$ cat src/shared/bch_regs.vh
// register offsets, fields and reset values of the bridge header tail
`ifndef BCH_REGS_VH
`define BCH_REGS_VH

// configuration byte offsets, dword aligned where a dword is decoded
`define BCH_OFF_IO_HIGH      8'h30
`define BCH_OFF_CAP_PTR      8'h34
`define BCH_OFF_ROM_BASE     8'h38
`define BCH_OFF_IRQ_DWORD    8'h3c
`define BCH_OFF_IRQ_LINE     8'h3c
`define BCH_OFF_IRQ_PIN      8'h3d
`define BCH_OFF_BRIDGE_CTRL  8'h3e

// lowest legal start of the capability list
`define BCH_CAP_SPACE_BASE   8'h40

// reset and fixed read-back values
`define BCH_CAP_PTR_VAL      8'h50
`define BCH_IRQ_LINE_VAL     8'h00
`define BCH_IRQ_PIN_RST      8'h01
`define BCH_BRIDGE_CONTROL_EXT_RSVD_VAL   4'h0
`define BCH_BRIDGE_CONTROL_EXT_DT_VAL     3'h0

// bridge control field positions
`define BCH_BRIDGE_CONTROL_EXT_RSVD_MSB   15
`define BCH_BRIDGE_CONTROL_EXT_RSVD_LSB   12
`define BCH_BRIDGE_CONTROL_EXT_DTE_BIT    11
`define BCH_BRIDGE_CONTROL_EXT_DTS_BIT    10
`define BCH_BRIDGE_CONTROL_EXT_SDT_BIT    9
`define BCH_BRIDGE_CONTROL_EXT_LOW_MSB    8

// interrupt pin selector codes
`define BCH_PIN_INTA         8'h01
`define BCH_PIN_INTB         8'h02
`define BCH_PIN_INTC         8'h03
`define BCH_PIN_INTD         8'h04

// byte lanes of the interrupt dword
`define BCH_BE_PIN_LANE      1

`endif

$ cat src/logic/bch_intx_msg.v
// sends assert and deassert interrupt messages over the hub link
`timescale 1ns/10ps
`include "bch_regs.vh"

module bch_intx_msg (
    input  wire       clk_in,        // host clock
    input  wire       reset_in,      // sync reset, active high
    input  wire [7:0] pin_code_in,   // interrupt pin selector value
    input  wire       irq_level_in,  // port interrupt request level
    input  wire       ready_in,      // hub link takes message
    output reg        valid_out,     // message pending
    output reg        assert_out,    // 1 assert, 0 deassert
    output reg  [1:0] intx_out       // 0 a, 1 b, 2 c, 3 d
);

    localparam ST_IDLE = 1'b0;
    localparam ST_SEND = 1'b1;

    reg       state_q;
    reg       state_d;
    reg       sent_q;
    reg       sent_d;
    reg       valid_d;
    reg       assert_d;
    reg [1:0] intx_d;
    reg       code_ok;
    reg [1:0] code_intx;

    // decode selector, reserved codes raise nothing
    always @* begin
        code_ok   = 1'b1;
        code_intx = 2'h0;
        case (pin_code_in)
            `BCH_PIN_INTA: code_intx = 2'h0;
            `BCH_PIN_INTB: code_intx = 2'h1;
            `BCH_PIN_INTC: code_intx = 2'h2;
            `BCH_PIN_INTD: code_intx = 2'h3;
            default:       code_ok   = 1'b0;
        endcase
    end

    always @* begin
        state_d  = state_q;
        sent_d   = sent_q;
        valid_d  = valid_out;
        assert_d = assert_out;
        intx_d   = intx_out;
        case (state_q)
            ST_IDLE: begin
                // deassert reuses the line that was asserted
                if (irq_level_in && !sent_q && code_ok) begin
                    valid_d  = 1'b1;
                    assert_d = 1'b1;
                    intx_d   = code_intx;
                    state_d  = ST_SEND;
                end else if (!irq_level_in && sent_q) begin
                    valid_d  = 1'b1;
                    assert_d = 1'b0;
                    state_d  = ST_SEND;
                end
            end
            ST_SEND: begin
                if (ready_in) begin
                    valid_d = 1'b0;
                    sent_d  = assert_out;
                    state_d = ST_IDLE;
                end
            end
            default: begin
                state_d = ST_IDLE;
                valid_d = 1'b0;
            end
        endcase
    end

    always @(posedge clk_in) begin
        if (reset_in) begin
            state_q    <= ST_IDLE;
            sent_q     <= 1'b0;
            valid_out  <= 1'b0;
            assert_out <= 1'b0;
            intx_out   <= 2'h0;
        end else begin
            state_q    <= state_d;
            sent_q     <= sent_d;
            valid_out  <= valid_d;
            assert_out <= assert_d;
            intx_out   <= intx_d;
        end
    end

endmodule // bch_intx_msg

$ cat src/logic/bch_config_tail.v
// tail of the bridge type-1 configuration header with interrupt emulation
//
// Function
// - no upper I/O base/limit words, no decode
// - no expansion ROM base register
// - capability pointer reads fixed 50h, read-only
// - capability list starts at or above 40h
// - interrupt line reads 00h, read-only
// - pin codes 1..4 select INTA..INTD
// - pin selector resets 01h, one write
// - interrupt sent as hub link message
// - bridge control 15:12 read zero
// - bridge control bits 11:9 hardwired zero
`timescale 1ns/10ps
`include "bch_regs.vh"

module bch_config_tail (
    input  wire        clk_in,          // host clock, 10 MHz
    input  wire        reset_in,        // sync reset, active high
    input  wire        cfg_valid_in,    // config cycle request
    input  wire        cfg_write_in,    // 1 write, 0 read
    input  wire [7:0]  cfg_addr_in,     // byte offset, bits 1:0 ignored
    input  wire [3:0]  cfg_be_in,       // byte enables of the dword
    input  wire [31:0] cfg_wdata_in,    // write data
    input  wire [8:0]  bridge_control_ext_low_in,    // bridge control bits 8:0
    input  wire        irq_level_in,    // port interrupt request
    input  wire        msg_ready_in,    // hub link takes message
    output reg         cfg_ack_out,     // config cycle done
    output reg  [31:0] cfg_rdata_out,   // read data
    output reg         pin_locked_out,  // pin selector written
    output wire        msg_valid_out,   // message pending
    output wire        msg_assert_out,  // 1 assert, 0 deassert
    output wire [1:0]  msg_intx_out     // selected legacy line
);

    reg  [7:0]  pin_q;
    reg  [7:0]  pin_d;
    reg         locked_d;
    reg  [31:0] rdata_d;
    reg  [15:0] bridge_control_ext_rd;
    wire [7:0]  dw_addr;
    wire        hit_io_high;
    wire        hit_cap;
    wire        hit_rom;
    wire        hit_irq;
    wire        pin_wr;
    wire [7:0]  cap_ptr;

    assign dw_addr = {cfg_addr_in[7:2], 2'b00};

    // upper I/O words and ROM base decode only to read zero
    assign hit_io_high = (dw_addr == `BCH_OFF_IO_HIGH);
    assign hit_rom     = (dw_addr == `BCH_OFF_ROM_BASE);
    assign hit_cap     = (dw_addr == `BCH_OFF_CAP_PTR);
    assign hit_irq     = (dw_addr == `BCH_OFF_IRQ_DWORD);

    // pointer never points below the capability space
    assign cap_ptr = (`BCH_CAP_PTR_VAL < `BCH_CAP_SPACE_BASE) ?
                     `BCH_CAP_SPACE_BASE : `BCH_CAP_PTR_VAL;

    // only the byte lane of the pin selector is writable
    assign pin_wr = cfg_valid_in && cfg_write_in && hit_irq &&
                    cfg_be_in[`BCH_BE_PIN_LANE];

    // write-once pin selector
    always @* begin
        pin_d    = pin_q;
        locked_d = pin_locked_out;
        if (pin_wr && !pin_locked_out) begin
            pin_d    = cfg_wdata_in[15:8];
            locked_d = 1'b1;
        end
    end

    // bridge control image: hardwired upper bits, live lower bits
    always @* begin
        bridge_control_ext_rd = 16'h0000;
        bridge_control_ext_rd[`BCH_BRIDGE_CONTROL_EXT_RSVD_MSB:`BCH_BRIDGE_CONTROL_EXT_RSVD_LSB] =
            `BCH_BRIDGE_CONTROL_EXT_RSVD_VAL;
        bridge_control_ext_rd[`BCH_BRIDGE_CONTROL_EXT_DTE_BIT:`BCH_BRIDGE_CONTROL_EXT_SDT_BIT] =
            `BCH_BRIDGE_CONTROL_EXT_DT_VAL;
        bridge_control_ext_rd[`BCH_BRIDGE_CONTROL_EXT_LOW_MSB:0] = bridge_control_ext_low_in;
    end

    // read mux, unmapped and unimplemented dwords return zero
    always @* begin
        rdata_d = 32'h0000_0000;
        if (cfg_valid_in && !cfg_write_in) begin
            if (hit_cap) begin
                rdata_d[7:0] = cap_ptr;
            end else if (hit_irq) begin
                rdata_d[7:0]   = `BCH_IRQ_LINE_VAL;
                rdata_d[15:8]  = pin_q;
                rdata_d[31:16] = bridge_control_ext_rd;
            end else if (hit_io_high || hit_rom) begin
                rdata_d = 32'h0000_0000;
            end else begin
                rdata_d = 32'h0000_0000;
            end
        end
    end

    // every cycle is acknowledged, writes to fixed bits are dropped
    always @(posedge clk_in) begin
        if (reset_in) begin
            pin_q          <= `BCH_IRQ_PIN_RST;
            pin_locked_out <= 1'b0;
            cfg_ack_out    <= 1'b0;
            cfg_rdata_out  <= 32'h0000_0000;
        end else begin
            pin_q          <= pin_d;
            pin_locked_out <= locked_d;
            cfg_ack_out    <= cfg_valid_in;
            cfg_rdata_out  <= rdata_d;
        end
    end

    // legacy interrupt leaves only as a link message
    bch_intx_msg u_intx_msg (
        .clk_in       (clk_in),
        .reset_in     (reset_in),
        .pin_code_in  (pin_q),
        .irq_level_in (irq_level_in),
        .ready_in     (msg_ready_in),
        .valid_out    (msg_valid_out),
        .assert_out   (msg_assert_out),
        .intx_out     (msg_intx_out)
    );

endmodule // bch_config_tail

$ cat config.mk
export PLATFORM = sky130hd
export DESIGN_NAME = bch_config_tail
export DESIGN_NICKNAME = d
export VERILOG_FILES = /design/src/logic/bch_intx_msg.v /design/src/logic/bch_config_tail.v
export VERILOG_INCLUDE_DIRS = /design/src /design/src/shared
export SDC_FILE = /design/constraint.sdc
export NUM_CORES = 1
export LEC_CHECK = 0
export BUFFER_PORTS_ARGS = -buffer_cell sky130_fd_sc_hd__buf_2
export CORE_MARGIN = 3
export CORE_UTILIZATION = 43
export DETAILED_ROUTE_END_ITERATION = 7
export PLACE_DENSITY_LB_ADDON = 0.05
export SLEW_MARGIN = 25
export SYNTH_ARGS = -nofsm -noshare
export SYNTH_HDL_FRONTEND = slang
export SYNTH_HIERARCHICAL = 1
export SYNTH_SLANG_ARGS = --single-unit
$ cat constraint.sdc
create_clock -name clk_in -period 3.2 [get_ports clk_in]
set_input_delay 0.64 -clock clk_in [delete_from_list [all_inputs] [get_ports clk_in]]
set_output_delay 0.64 -clock clk_in [all_outputs]
set_load 0.01 [all_outputs]
Yosys cells after proc, flatten, opt, wreduce, memory -nomap -nowiden
Index checks and enable logic that the tools add are counted.

Shift-type cells: 0. $lt $le $gt $ge: 0. Reduce and logical (&&, ||, !) cells: 21. Divide/modulo/power cells: 0. Equality and inequality tests: 8. Muxes and demuxes: 13. Add/subtract/negate cells: 0. Multipliers: 0. Bitwise logic cells: 3.

Operators by type and width (number): == test 8 x 2 -> 1 bit, second input constant (2); == test 6 x 4 -> 1 bit, second input constant (2); two-way mux 1 bit (9); == test 8 x 1 -> 1 bit, second input constant (1); == test 8 x 3 -> 1 bit, second input constant (1); logical AND 1 bit (8); AND reduction 2 bit (4); OR reduction 4 bit (2); two-way mux 7 bit (1); one-hot mux 2 bit (3 select lines) (1); zero test 1 bit (4); one-hot mux 1 bit (2 select lines) (2); inequality test 3 x 1 -> 1 bit, second input constant (1); NOT 1 bit (3); OR reduction 3 bit (1); inequality test 2 bit, second input constant (1); nonzero test 2 bit (1); OR reduction 2 bit (1).

Bits in writable memories: 0. Memories: 0. Latch bits: 0. ROM bits: 0. Flip-flop bits (word level): 48. Logic and storage cells: 56.

Longest topological paths before layout
Gate-level depths: netlist (run 1).

Word-level depth: 6. Gate-level depth with buffers: 5. Mapped depth without buffers: 3.

By module
The synthesis (run 1) kept the hierarchy.

Modules (own cells, without submodules): bch_config_tail (cells an instance 97, times used 1, area an instance 1063.5 um2); bch_intx_msg (cells an instance 34, times used 1, area an instance 335.3 um2).

Least setup slack after synthesis (run 1)
No wires, ideal clock.

Kind: input to register. Start point: input port reset_in. End point: register cfg_rdata_out[15]. Required time: 3.141 ns. Arrival time: 1.567 ns. Stages: 5. Buffers on the path: 2. Slack: 1.574 ns. Library setup time: 0.059 ns. Cells stage by stage: buf_6 -> or3b_4 -> nor3_4 -> buf_6 -> and2_1.

Cells in the longest elaborated chain, start to end: 1.

Ends and longest elaborated chain: start, declared (RTL line bch_config_tail.v:19) `input wire reset_in,`; OR reduction 4 bit (no source line); end signal, assigned (RTL line bch_config_tail.v:114) `cfg_rdata_out <= rdata_d;`; end, declared (RTL line bch_config_tail.v:29) `output reg [31:0] cfg_rdata_out,`.

Every way passes these cells. A chain may end at the register's enable or synchronous reset.

Worst setup path in the final report (run 1)
Start point: input port reset_in. End point: register cfg_rdata_out[20].

Same word-level chain as after synthesis.

==> results.md, run 1 <==
* Status: complete, no violations
* Rel. slew slack at 0.643
* Worst reg2reg endpoint: u_intx_msg/intx_out[1]$_SDFFE_PP0P_
* Crit path max fanout at 25
* Routability Congestion at 0.796
* Die ar. at 0.00397 sq mm
* Most common cell in the netlist: dfxtp_1
* Min cycle time layout at 1660 ps
* Worst setup SP type: input pin
* Achievable clock frequency at 602 MHz
* YS warnings at 6
* Post-DR vias/cell at 4.38
* Count of unique library cells instantiated by Yosys at 35
* Max_cap viols at 0
* H-tree Lvls at 2
* EDFF count, synth at 0
* Site row count at 20
* Hold path depth at 2
* Asr flop ratio synth at 0
* Gr ovfl total at 0
* Die Y at 63.0 um
* CTS tree: done
* Drc violations at 0
* Syn Inst Count at 131
* Hold Crit Endpoint: u_intx_msg/intx_out[1]$_SDFFE_PP0P_
* Routed WL per cell at 11.5 um
* Initial Util at 0.454
* DPL Wire Length at 2030 um
* Req. time, crit path at 3470 ps
* Fin Clk Skew at 4.54 ps
* Final Core Density at 0.548
* Peak supply drop at 190 uV
* Chip width at 63.0 um
* RSZ-0062 raised after global routing: false
* Pre-antenna DRT Iters at 3
* Synth cell count leaders: dfxtp_1 (34), and2_1 (18), nand2b_1 (15)
* Via Count at 1,012
* Antenna fix cells at 0
* Final hold vios at 0
* Largest net degree at the start of global routing at 26
* CP Class: in -> reg
* I/O Buffers at 54
* Total Wirelength at 2660 um
* Layout Nets at 246
* R2R Setup Slk at 1940 ps
* Largest cells by area after synthesis: dfxtp_1 (49%), and2_1 (8.1%), buf_4 (7.5%)
* Pins Over Slew Limit at 0
* Post-synthesis sequential area ratio at 0.487
* Leak at 0.798 nW
* Post-route design area at 0.00169 sq mm
* RR Startpoint: pin_q[2]$_SDFFE_PP0P_
* 1st-iter DRT viols at 36
* Clk sinks at 34
* Initial antenna violation count at 0
* ANT nets after route at 0
* CTS resizes at 0
* Global Route Usage Sum at 0.147
* Vias in the first global route at 1,029
* Post-CTS Setup Inserts at 0
* Synthesized area at 0.00140 sq mm
* Core region area at 0.00308 sq mm
* Area growth from synthesis to layout at 20.7%
* Skew-Pair Late Insertion Delay at 320 ps
* Fraction of layout cells with a size suffix above 1 at 0.364
* Pwr/cell area at 414 mW/mm^2
* Setup violators final at 0
* Clk buf depth at 2
* Synth Flop Type: dfxtp_1
* Slew @ Worst Pin at 534 ps
* Worst R2R Path Depth at 3
* Setup crit end kind: flop
* Min-delay src: u_intx_msg/intx_out[1]$_SDFFE_PP0P_
* Critical Path AT at 1930 ps
* # IOs at 97
* Syn Area/Cell at 10.7 sq um
* Clock slew at reported path FFs at 100 ps
* Fillcell total at 308
* DP Area at 0.00164 sq mm
* Clk Tree Root Cell: clkbuf_4
* Multi-input gate area at 616 sq um
* Setup TNS at 0 ps
* Period utilisation layout at 0.519
* Yosys reg bits at 34
* TritonCTS Buffers at 5
* Global-route wire length before repair at 4550 um
* HP Class: reg -> reg
* Largest area contributor in the synthesized netlist: dfxtp_1
* FF/Latch Area at 681 sq um
* Post-CTS Hold Fix Bufs at 0
* Post-synth top area share at 0.487
-- critical path, cell delays in order --
cell and delay [ps]:
buf_2 210, or3b_4 430, nor3_4 430, and2_1 210
-- cells by family after synthesis --
kind of cell,Yosys count,synth area share
other,1,0.00268
flip-flops,34,0.487
buffers and inverters,21,0.106
AND/OR/NAND/NOR,54,0.271
XOR/XNOR,2,0.0125
AO/OA/AOI/OAI,11,0.0644
multiplexers,8,0.0572
-- per-layer routing --
layer	share of wire	GRT usage	up-vias
met5	0	0	-
met1	0.40	0.158	452
met3	0.068	0.0486	4
met2	0.51	0.248	36
met4	0.017	0.0909	0
li1	-	-	520
-- registers in the layout (all words and copies together) (netlist names) --
name                   count
cfg_rdata_out             18
u_intx_msg/valid_out       1
u_intx_msg/sent_q          1
pin_locked_out             1
cfg_ack_out                1
u_intx_msg/state_q         1
u_intx_msg/intx_out        2
pin_q                      8
u_intx_msg/assert_out      1
-- power by group --
part           total, mW  internal [mW]  switching (mW)  leakage (nW)
Sequential         0.432          0.428         0.00420         0.275
Clock              0.212         0.0789           0.134        0.0308
Combinational     0.0544         0.0268          0.0277         0.492
Total              0.699          0.533           0.165         0.798
-- layout make-up --
type | instances | area share
Sequential cell | 34 | 0.403
Multi-Input combinational cell | 88 | 0.365
Tap cell | 44 | 0.0326
Timing Repair Buffer | 55 | 0.165
Clock buffer | 5 | 0.0222
Clock inverter | 2 | 0.00593
Inverter | 3 | 0.00667
-- worst max-delay path by stage --
stage / start / to / slack, ps / cells after the start
after floorplan: reset_in / cfg_rdata_out[15]$_SDFF_PP0_ / 1570 / 5
after global placement: reset_in / cfg_rdata_out[10]$_SDFF_PP0_ / 1180 / 4
after detailed placement: reset_in / cfg_rdata_out[20]$_SDFF_PP0_ / 1140 / 4
after CTS: reset_in / cfg_rdata_out[20]$_SDFF_PP0_ / 1500 / 4
after global routing: reset_in / cfg_rdata_out[12]$_SDFF_PP0_ / 1410 / 4
final: reset_in / cfg_rdata_out[20]$_SDFF_PP0_ / 1540 / 4
-- through the flow --
step                cells  power, mW  setup WS [ps]  hold WS, ps
finish                231      0.699           1540          478
global route          231      0.738           1410          469
CTS                   231      0.713           1500          463
detailed placement    224      0.497           1140          469
global placement      224      0.495           1180          461
floorplan             143      0.483           1570          472
-- cells in the final DEF, fill, tap and decap left out, types with 2 or more instances in the layout --
cell type  count
buf_2         54
dfxtp_1       34
and2_1        18
nand2b_1      15
conb_1        13
mux2i_1        8
nand2_1        5
clkbuf_4       5
nor2_1         3
inv_1          3
clkinv_2       2
o211ai_1       2
a31oi_1        2
a21oi_1        2
(Power assumes the default switching activity.)
==> run 2, diff against run 1 <==
--- a/config.mk
+++ b/config.mk
@@ -8,7 +8,7 @@
 export LEC_CHECK = 0
 export BUFFER_PORTS_ARGS = -buffer_cell sky130_fd_sc_hd__buf_2
 export CORE_MARGIN = 3
-export CORE_UTILIZATION = 43
+export CORE_UTILIZATION = 36
 export DETAILED_ROUTE_END_ITERATION = 7
 export PLACE_DENSITY_LB_ADDON = 0.05
 export SLEW_MARGIN = 25
==> constraint.sdc (replaced) <==
create_clock -name clk_in -period 1.41 [get_ports clk_in]
set_input_delay 0.282 -clock clk_in [delete_from_list [all_inputs] [get_ports clk_in]]
set_output_delay 0.282 -clock clk_in [all_outputs]
set_load 0.01 [all_outputs]
==> results.md, run 2 (synthesized netlist as in run 1, its figures left out) <==
* Crit path max fanout at 4 (-84%)
* Die ar. at 0.00467 sq mm (+18%)
* Skew-Pair Late Insertion Delay at 280 ps (-40 ps)
* Total Wirelength at 2630 um (-1.2%)
* Initial Util at 0.376 (-0.0780)
* Worst setup SP type: flop
* HP Class: in -> reg
* Setup TNS at 0 ps (unchanged)
* Status: complete, no violations
* Via Count at 1,020 (+0.79%)
* Global Route Usage Sum at 0.123 (-0.0245)
* Critical Path AT at 1430 ps (-500 ps)
* Setup violators final at 0 (unchanged)
* Global-route wire length before repair at 4020 um (-12%)
* Pins Over Slew Limit at 0 (unchanged)
* Clk buf depth at 2 (unchanged)
* Crit-path max cell delay at 350 ps (-80 ps)
* Min cycle time layout at 1230 ps
* Vias in the first global route at 900 (-13%)
* Antenna fix cells at 0 (unchanged)
* Hold slack at 176 ps (-302 ps)
* Most frequent cells in the layout: buf_2 (54), dfxtp_1 (34), and2_1 (18)
* Area growth from synthesis to layout at 28.4%
* CTS tree: done
* Pwr/cell area at 1090 mW/mm^2 (+160%)
* Post-CTS Setup Inserts at 0 (unchanged)
* Initial antenna violation count at 0 (unchanged)
* Max_cap viols at 0 (unchanged)
* Biggest register: cfg_rdata_out
* Fillcell total at 363 (+18%)
* Pre-antenna DRT Iters at 4 (+1)
* Largest net degree at the start of global routing at 25 (-3.8%)
* Core region area at 0.00372 sq mm (+21%)
* Clock slew at reported path FFs at 70 ps (-30 ps)
* Routability Congestion at 0.667 (-16%)
* TritonCTS Buffers at 5 (unchanged)
* Post-CTS Hold Fix Bufs at 0 (unchanged)
* Achievable clock frequency at 811 MHz
* Fraction of layout cells with a size suffix above 1 at 0.380 (+0.0166)
* 1st-iter DRT viols at 45 (+25%)
* Req. time, crit path at 1610 ps (-1860 ps)
* Die Y at 68.3 um (+8.4%)
* RSZ-0062 raised after global routing: false
* CP Class: reg -> reg
* Period utilisation layout at 0.874
* H-tree Lvls at 2 (unchanged)
* Peak supply drop at 467 uV (+150%)
* Fin Clk Skew at 4.73 ps (+0.188 ps)
* Clk Tree Root Cell: clkbuf_8
* Routed WL per cell at 11.0 um (-4.9%)
* Top flop regs: cfg_rdata_out: 18 flops, pin_q: 8 flops, u_intx_msg/intx_out: 2 flops
* Layout Nets at 250 (+1.6%)
* Post-DR vias/cell at 4.25 (-3.0%)
* Drc violations at 0 (unchanged)
* Number of flip-flops under the largest register name at 18 (unchanged)
* Leak at 0.848 nW (+6.2%)
* I/O Buffers at 54 (unchanged)
* CTS resizes at 0 (unchanged)
* Crit path cell chain: nor4_4, o211ai_1, a221oi_2
* CP max stage cell: dfxtp_1
* Final hold vios at 0 (unchanged)
* ANT nets after route at 0 (unchanged)
* Gr ovfl total at 0 (unchanged)
* # IOs at 97 (unchanged)
* Site row count at 22 (+10%)
* DPL Wire Length at 2020 um (-0.47%)
* Clk sinks at 34 (unchanged)
* Commonest non-fill, non-tap cell in the layout: buf_2
* Setup crit end kind: flop
* Chip width at 68.3 um (+8.4%)
-- run 2: changes by cell type in the layout (fill, tap and decap cells not counted) --
cell,change
buf_12,+1
buf_4,+3
bufinv_16,+1
clkbuf_4,-5
clkbuf_8,+5
-- run 2: power by group --
group          switching, mW  internal [mW]  leakage (nW)
Combinational         0.0644         0.0637         0.515
Clock                  0.339          0.519        0.0579
Sequential           0.00879          0.971         0.275
Total                  0.412           1.55         0.848
-- run 2: layout make-up --
class | instances | area (sq um) | share of cell area
clock buffers | 5 | 68.8 | 0.0383
clock inverters | 3 | 40.0 | 0.0223
inverters | 3 | 11.3 | 0.00627
multi-input cells | 88 | 616 | 0.343
flip-flops and latches | 34 | 681 | 0.379
well taps | 48 | 60.1 | 0.0334
repair buffers | 59 | 320 | 0.178
-- run 2: critical path, delay by kind of cell, from the launching register on --
kind               cells  cell delay [ps]
and+or+nand+nor        1              350
DFF                    1              350
AOI/OAI and AO/OA      2              450
-- run 2: path summary, 6_finish.rpt --
path | startpoint | end | slack (ps) | depth (start not counted)
max | u_intx_msg/sent_q$_SDFFE_PP0P_ | u_intx_msg/intx_out[1]$_SDFFE_PP0P_ | 180 | 3
min | cfg_addr_in[3] | cfg_rdata_out[4]$_SDFF_PP0_ | 180 | 2
max reg2reg | u_intx_msg/sent_q$_SDFFE_PP0P_ | u_intx_msg/intx_out[1]$_SDFFE_PP0P_ | 180 | 3
min reg2reg | u_intx_msg/assert_out$_SDFFE_PP0P_ | u_intx_msg/assert_out$_SDFFE_PP0P_ | 470 | 2
-- run 2: per-stage QoR --
step,setup slack (ps),area [sq um],util,power [mW],std cells
final,177,1800,0.484,1.97,240
after global routing,51.6,1800,0.484,2.06,240
after CTS,163,1800,0.484,2.00,240
after detailed placement,98.0,1690,0.454,1.13,232
after global placement,108,1690,0.454,1.13,232
after floorplan,142,1440,-,1.10,143
-- run 2: routing by layer --
layer	track usage	part of all wire	wire (um)	up-vias
met2	0.199	0.45	1190	42
met5	0	0	0	-
met3	0.0624	0.099	261	5
met4	0.0596	0.020	52	0
li1	-	-	-	527
met1	0.132	0.43	1130	446
